### config.mk
export PLATFORM = sky130hd
export DESIGN_NAME = bwm_lane_decode
export DESIGN_NICKNAME = d
export VERILOG_FILES = /design/src/design/bwm_lane_decode.sv /design/src/design/bwm_fifo.sv
export SDC_FILE = /design/constraint.sdc
export NUM_CORES = 1
export LEC_CHECK = 0
export BUFFER_PORTS_ARGS = -buffer_cell sky130_fd_sc_hd__clkbuf_2
export CORE_MARGIN = 5
export CORE_UTILIZATION = 30
export DETAILED_ROUTE_END_ITERATION = 10
export GPL_ROUTABILITY_DRIVEN = 0
export PLACE_DENSITY = 0.41
export SLEW_MARGIN = 40
export SYNTH_ARGS = -nofsm -noshare
export SYNTH_HDL_FRONTEND = slang
export SYNTH_SLANG_ARGS = --single-unit
export TNS_END_PERCENT = 10
### constraint.sdc
create_clock -name sys_clk -period 4 [get_ports sys_clk]
set_clock_uncertainty 0.2 [all_clocks]
set_input_delay 0.4 -clock sys_clk [delete_from_list [all_inputs] [get_ports sys_clk]]
set_output_delay 0.4 -clock sys_clk [all_outputs]
set_load 0.02 [all_outputs]
### src/design/bwm_lane_decode.sv
// lane write select decode for the 36-bit write path, with package
`timescale 1ns/10ps
package bwm_pkg;
  localparam int LANE_W  = 9;
  localparam int LANES   = 4;
  localparam int DATA_W  = 36;
  localparam int FIFO_DEPTH = 32;
  localparam logic [LANES-1:0] LANES_NONE = 4'h0;
  localparam logic [LANES-1:0] LANES_ALL  = 4'hf;
  localparam logic             PHASE_TRUE = 1'b0;
  localparam logic             PHASE_COMP = 1'b1;

  typedef struct packed {
    logic              phase;
    logic [LANES-1:0]  lane_we;
    logic [DATA_W-1:0] data;
  } bwm_beat_t;

  // values after reset
  localparam logic      STAGE_VALID_RST = 1'b0;
  localparam bwm_beat_t STAGE_RST       = '0;

  // low select enables its lane
  function automatic logic [LANES-1:0] lane_enables(input logic [LANES-1:0] sel_n);
    lane_enables = ~sel_n;
  endfunction

  // expands lane enables to a bit mask; lane n spans 9n+8 down to 9n
  function automatic logic [DATA_W-1:0] lane_mask(input logic [LANES-1:0] we);
    logic [DATA_W-1:0] m;
    m = '0;
    for (int n = 0; n < LANES; n++) begin
      m[n*LANE_W +: LANE_W] = {LANE_W{we[n]}};
    end
    lane_mask = m;
  endfunction
endpackage

module bwm_lane_decode
  import bwm_pkg::*;
(
  // clock and reset
  input  wire logic              sys_clk,
  input  wire logic              reset_n,
  // write beats from the controller side
  input  wire logic              beat_valid,
  input  wire logic              beat_phase,
  input  wire logic [DATA_W-1:0] beat_data,
  input  wire logic [LANES-1:0]  lane_write_select_n,
  output logic                   beat_ready,
  // masked writes toward the core
  output logic                   core_wr_valid,
  input  wire logic              core_wr_ready,
  output logic                   core_wr_phase,
  output logic      [LANES-1:0]  core_lane_we,
  output logic      [DATA_W-1:0] core_wr_data
);
  bwm_beat_t        stage_q;
  bwm_beat_t        stage_d;
  logic             stage_valid_q;
  logic             stage_valid_d;
  logic             fifo_in_ready;
  logic             beat_take;
  logic             stage_push;
  logic [LANES-1:0] beat_we;
  bwm_beat_t        fifo_out;

  // each beat decoded on its own selects, whichever edge it came on
  assign beat_we    = lane_enables(lane_write_select_n);
  assign stage_push = stage_valid_q && fifo_in_ready;
  assign beat_ready = !stage_valid_q || fifo_in_ready;
  assign beat_take  = beat_valid && beat_ready;

  // masked lanes are zeroed so no stale bits can reach the core
  assign stage_d.phase   = beat_phase;
  assign stage_d.lane_we = beat_we;
  assign stage_d.data    = beat_data & lane_mask(beat_we);

  // a beat with every lane masked never occupies the buffer
  assign stage_valid_d = (beat_take && (beat_we != LANES_NONE))
                         ? 1'b1 : (stage_push ? 1'b0 : stage_valid_q);

  always_ff @(posedge sys_clk or negedge reset_n) begin
    if (!reset_n) begin
      stage_valid_q <= STAGE_VALID_RST;
      stage_q       <= STAGE_RST;
    end else begin
      stage_valid_q <= stage_valid_d;
      if (beat_take) stage_q <= stage_d;
    end
  end

  bwm_fifo #(
    .WIDTH ($bits(bwm_beat_t)),
    .DEPTH (FIFO_DEPTH)
  ) u_fifo (
    .sys_clk   (sys_clk),
    .reset_n   (reset_n),
    .in_valid  (stage_valid_q),
    .in_ready  (fifo_in_ready),
    .in_data   (stage_q),
    .out_valid (core_wr_valid),
    .out_ready (core_wr_ready),
    .out_data  (fifo_out)
  );

  assign core_wr_phase = fifo_out.phase;
  assign core_lane_we  = fifo_out.lane_we;
  assign core_wr_data  = fifo_out.data;
endmodule

### src/design/bwm_fifo.sv
// first-in first-out buffer of flip-flops with valid/ready on both sides
`timescale 1ns/10ps
module bwm_fifo #(
  parameter int WIDTH = 8,
  parameter int DEPTH = 32
) (
  // clock and reset
  input  wire logic             sys_clk,
  input  wire logic             reset_n,
  // fill side
  input  wire logic             in_valid,
  output logic                  in_ready,
  input  wire logic [WIDTH-1:0] in_data,
  // drain side
  output logic                  out_valid,
  input  wire logic             out_ready,
  output logic      [WIDTH-1:0] out_data
);
  localparam int AW = $clog2(DEPTH);

  logic [WIDTH-1:0] mem_q [DEPTH];
  logic [AW-1:0]    wr_ptr_q;
  logic [AW-1:0]    rd_ptr_q;
  logic [AW:0]      count_q;
  logic             push;
  logic             pop;
  logic             full;
  logic             empty;

  assign full      = (count_q == (AW+1)'(DEPTH));
  assign empty     = (count_q == '0);
  assign in_ready  = !full;
  assign out_valid = !empty;
  assign push      = in_valid && !full;
  assign pop       = out_ready && !empty;
  assign out_data  = mem_q[rd_ptr_q];

  // pointers wrap by hand so depth need not be a power of two
  function automatic logic [AW-1:0] next_ptr(input logic [AW-1:0] p);
    next_ptr = (p == AW'(DEPTH - 1)) ? '0 : p + AW'(1);
  endfunction

  always_ff @(posedge sys_clk or negedge reset_n) begin
    if (!reset_n) begin
      wr_ptr_q <= '0;
      rd_ptr_q <= '0;
      count_q  <= '0;
    end else begin
      if (push) wr_ptr_q <= next_ptr(wr_ptr_q);
      if (pop) rd_ptr_q <= next_ptr(rd_ptr_q);
      if (push && !pop) count_q <= count_q + (AW+1)'(1);
      else if (pop && !push) count_q <= count_q - (AW+1)'(1);
    end
  end

  // storage carries no reset; the valid count guards every read
  always_ff @(posedge sys_clk) begin
    if (push) mem_q[wr_ptr_q] <= in_data;
  end
endmodule

Yosys cells after proc, flatten, opt, wreduce, memory -nomap -nowiden
Memories as Yosys holds them, arrays and structs flattened. Cells that the tools add are included.

Register bits: 58. RAM bits: 1312. Word-level logic and storage cells: 41. Memories kept: 1.

$add $sub $neg: 4. Equality and inequality tests: 3. Mux-type cells: 8. Bitwise operators: 2. Reductions and logical operators: 16.

Memories: u_fifo.mem_q (depth 32, bits a word 41, rd ports 1, clocked after Yosys merged registers in 0, wr ports 1, RTL line bwm_fifo.sv:21) `logic [WIDTH-1:0] mem_q [DEPTH];`.

Operator list (number): $and A36 B36 Y36 (1); $mux W6 (2); $add A5 B1 Y5 const B (2); $eq A5 B5 Y1 const B (2); $mux W5 (2); $add A6 B1 Y6 const B (1); $eq A6 B6 Y1 const B (1); $logic_and A1 B1 Y1 (6); $logic_not A6 Y1 (1); $sub A6 B1 Y6 const B (1); $logic_not A1 Y1 (5); $mux W1 (4); $not A4 Y4 (1); $reduce_bool A2 Y1 (2); $reduce_bool A4 Y1 (1); $logic_or A1 B1 Y1 (1).

Depth between registers and ports, before layout
Word-level depth: 7. Gate-level depth with buffers: 11. Mapped depth without buffers: 10.

Cells and area by module
A second synthesis with hierarchy kept.

Cell total of the unflattened synthesis: 2424. Area total of the unflattened synthesis: 52579.2 µm².

Modules (own cells, without submodules): bwm_fifo (instances 1, cells each 2288, area an instance 50597.3 µm², sequential area each 39798.2 µm²); bwm_lane_decode (instances 1, cells each 136, area an instance 1981.9 µm², sequential area each 1051.0 µm²).

Worst setup path after synthesis
No wires, ideal clock.

Kind: reg-to-reg. Start point: register u_fifo.count_q[0]. End point: memory u_fifo.mem_q[31][0] in the netlist's numbering, enable pin. Library setup time: 440 ps. Data arrival time: 2956 ps. Slack: 405 ps. Stages on the path, launching flop included: 7. Cell sequence: dfrtp_1 > or4_1 > clkbuf_1 > o31ai_2 > inv_2 > nand2_1 > nor2_1.

Cells in the longest elaborated chain, start to end: 5.

RTL lines: start, declared (RTL line bwm_fifo.sv:24) `logic [AW:0] count_q;`; start signal, assigned (RTL line bwm_fifo.sv:51) `if (push && !pop) count_q <= count_q + (AW+1)'(1);`; start signal, assigned (RTL line bwm_fifo.sv:52) `else if (pop && !push) count_q <= count_q - (AW+1)'(1);`; $eq A6 B6 Y1 (RTL line bwm_fifo.sv:30) `assign full = (count_q == (AW+1)'(DEPTH));`; $logic_not A1 Y1; $logic_and A1 B1 Y1; via stage_push (RTL line bwm_lane_decode.sv:64) `logic stage_push;`; $mux W1 (RTL line bwm_fifo.sv:58) `if (push) mem_q[wr_ptr_q] <= in_data;`; $mux W1 (not written as such) (RTL line bwm_fifo.sv:58); end, declared (RTL line bwm_fifo.sv:21).

The timed path passes the listed nets, and every way through them passes these cells.

Final worst setup path
Start point: register u_fifo.rd_ptr_q[0]. End point: output port core_wr_data[13].

Cells in the longest elaborated chain, start to end: 1.

RTL lines: start, declared (RTL line bwm_fifo.sv:23) `logic [AW-1:0] rd_ptr_q;`; start signal, assigned (RTL line bwm_fifo.sv:50) `if (pop) rd_ptr_q <= next_ptr(rd_ptr_q);`; $mem_v2 Z32 W41; end, declared (RTL line bwm_lane_decode.sv:56) `output logic [DATA_W-1:0] core_wr_data`.

No other way between the ends.

==> impl_metrics.tcl <==
set metrics [dict create \
    tightest_slew_ps 809 \
    arrival_ps 3360 \
    dieHeight_um 430 \
    crit_type "reg2out" \
    clockBufferDepth 3 \
    drv_cap 0 \
    finalPower_w 0.0445 \
    holdPathEnd "stage_q[36]" \
    seqCellArea_um2 40900 \
    remaining_drc_errors 0 \
    hold_path.class "in2reg" \
    die_area_um2 185000 \
    min_path_cells 2 \
    yosys_warnings 0 \
    wirelength_um 161000 \
    r2r-start "u_fifo.count_q[0]" \
    synth_edf_count 1312 \
    fin_crit_sh_pct 99.1 \
    grt.overflow.total 0 \
    synthFlopType "edfxtp_1" \
    ir_drop_uv 542 \
    cp-start-kind "flop" \
    numCtsBuffers 149 \
    synth_area_um2 53000 \
    numPortBuffers 87 \
    core_region_area_um2 176000 \
    grtUsageTotal_pct 17.1 \
    start_util_pct 30.1 \
    ys_ff_latch 1370 \
    n_fill_cell 16152 \
    final_layout_size_suffix_gt1_share_pct 31.8 \
    timing.final.crit_period_ps 3960 \
    endpoint_kind "primary output" \
    syn_avg_cell_area_um2 19.4 \
    firstDrtPassIters 5 \
    grt_max_degree 82 \
    max_slew_margin_pct 45.9 \
    critical_path_required_ps 3400 \
    path_max_fanout 14 \
    routed_via_density 4.97 \
    chipWidth_um 430 \
    synthesis.nets 2792 \
    nets 3089 \
    multi_input_area_um2 11800 \
    synthCells 2734 \
    grt_pass1_vias 28909 \
    final-setup-viol-count 0 \
    critPathLaunch "u_fifo.rd_ptr_q[0]" \
    hold_viol_final 0 \
    status "complete, no violations" \
    syn2layout_area_growth_pct 20.7 \
    rrSetupSlack_ps 490 \
    drt-initial-drc-count 2355 \
    p_leak_nw 20.5 \
    grt_pass1_wl_um 222000 \
    rsz0062_at_grt "true" \
    ys_seq_area_share_pct 77.1 \
    fin_ws_ps 36.1 \
    cts_sinks 1370 \
    clkTransAtPathRegs_ps 60 \
    htreeDepth 4 \
    reg2reg_depth 10 \
    clk_latency_ps 770 \
    dpl.hpwl_um 87300 \
    drv_slew 0 \
    cts_tree "yes" \
    yosysUniqueCellTypes 44 \
    whs_ps 37.2 \
    post-place-ws_ps 495 \
    max_freq_ghz 0.252 \
    hold_path.startpoint "lane_write_select_n[0]" \
    cts-root-buf "clkbuf_16" \
    wire_per_inst_um 29.4 \
    ant_nets 0 \
    power_density_nw_per_um2 695 \
    antenna_found_initial 9 \
    r2r_end "u_fifo.count_q[5]" \
    num_rows 154 \
    io_pins 88 \
    synthArstFlopShare_pct 4.23 \
    vias 27291 \
]
cell type report:
class,count,area share [%]
Multi-Input combinational cell,1196,18.5
Sequential cell,1370,64.0
Tap cell,2340,4.58
Clock inverter,56,0.765
Timing Repair Buffer,308,5.54
Antenna cell,2,0.00783
Clock buffer,212,6.63
Inverter,6,0.0352
registers in the layout, summed over array words and instances (netlist names):
name and flops:
u_fifo.mem_q 1312, stage_q 41, u_fifo.count_q 6, u_fifo.rd_ptr_q 5, u_fifo.wr_ptr_q 5, stage_valid_q 1
cells by family after synthesis:
| kind of cell | count (synthesis) | synth area share (%) |
|---|---|---|
| flip-flops | 1370 | 77.1 |
| multiplexers | 414 | 12.3 |
| AO/OA/AOI/OAI | 390 | 4.96 |
| AND/OR/NAND/NOR | 372 | 3.88 |
| buffers and inverters | 170 | 1.39 |
| adder cells (fa/ha/maj) | 13 | 0.321 |
| XOR/XNOR | 5 | 0.0827 |
worst max-delay path by stage:
stage,depth (start not counted),to,slack [ps]
3_5_place_dp,10,u_fifo.count_q[5],500
2_1_floorplan,6,u_fifo.mem_q[31][0],400
3_3_place_gp,10,u_fifo.count_q[5],400
6_report,7,core_wr_data[13],40
4_1_cts,6,core_wr_data[6],-120
5_1_grt,8,core_lane_we[1],-60
layout by cell type (no fill, tap or decap), types with 47 or more instances in the layout:
master         synthesis  layout
nor3_1                83      83
o22ai_1               82      81
a22o_1                82      81
dlygate4sd3_1          0      47
o21ai_0              126     125
nand2_1               59      58
mux2_2               250     250
clkbuf_16              0     163
nor2b_1               85      84
buf_12                 0      51
clkbuf_2               0      77
edfxtp_1            1312    1312
mux4_2               164     164
buf_4                  3      81
a211oi_1              83      83
worst max-delay path, cell delays in order, from the launching register on:
cell and delay [ps]:
dfrtp_4 420, clkbuf_4 190, buf_6 180, buf_16 180, mux4_2 560, a22o_1 260
or4_1 580, clkbuf_2 190
what timing repair did:
| action | CTS | global route |
|---|---|---|
| setup endpoints to repair | 41 | 31 |
| resized for setup | 40 | 22 |
| endpoints found under the hold margin | 102 | 0 |
| cloned | 5 | 9 |
| hold buffers | 48 | 0 |
| pin swaps | 0 | 1 |
| setup buffers | 14 | 17 |
per-layer routing:
layer	up-vias	wire length, um	GRT usage (%)
met2	697	78600	28.5
met4	2	3780	4.63
met5	-	13	0
met1	14598	71600	23.2
li1	11786	-	-
met3	208	7200	2.77
report_power, final:
part / switching (W) / internal [W] / total (W)
sequential: 0.000745 / 0.0168 / 0.0176
combinational: 0.00784 / 0.00568 / 0.0135
clock: 0.00558 / 0.00777 / 0.0133
total: 0.0142 / 0.0303 / 0.0445
metrics by stage:
stage | setup TNS [ps] | utilization (%) | area [um^2] | std cells
after CTS | -1160 | 36.1 | 63400 | 5461
after detailed placement | 0 | 32.9 | 57800 | 5126
final | 0 | 36.4 | 64000 | 5490
after global placement | 0 | 32.7 | 57600 | 5116
after floorplan | 0 | - | 53000 | 2734
after global routing | -175 | 36.4 | 63900 | 5489
cell usage after synthesis (5+ instances only):
master	count	area share, %
buf_6	6	0.13
edfxtp_1	1312	74
nor3_1	83	0.78
dfrtp_1	58	2.7
inv_1	5	0.035
nor2b_1	85	1.0
o22ai_1	82	0.97
ha_1	12	0.28
nand2b_1	38	0.45
buf_1	17	0.12
a211oi_1	83	1.2
buf_2	35	0.33
mux2_2	250	5.3
clkbuf_1	103	0.73
a22o_1	82	1.4
nor2_1	37	0.26
mux4_2	164	7.0
o21ai_0	126	1.2
o21ai_1	6	0.057
nand2_1	59	0.42
or4_1	44	0.62
No activity file was read; power rests on OpenSTA's default activity.
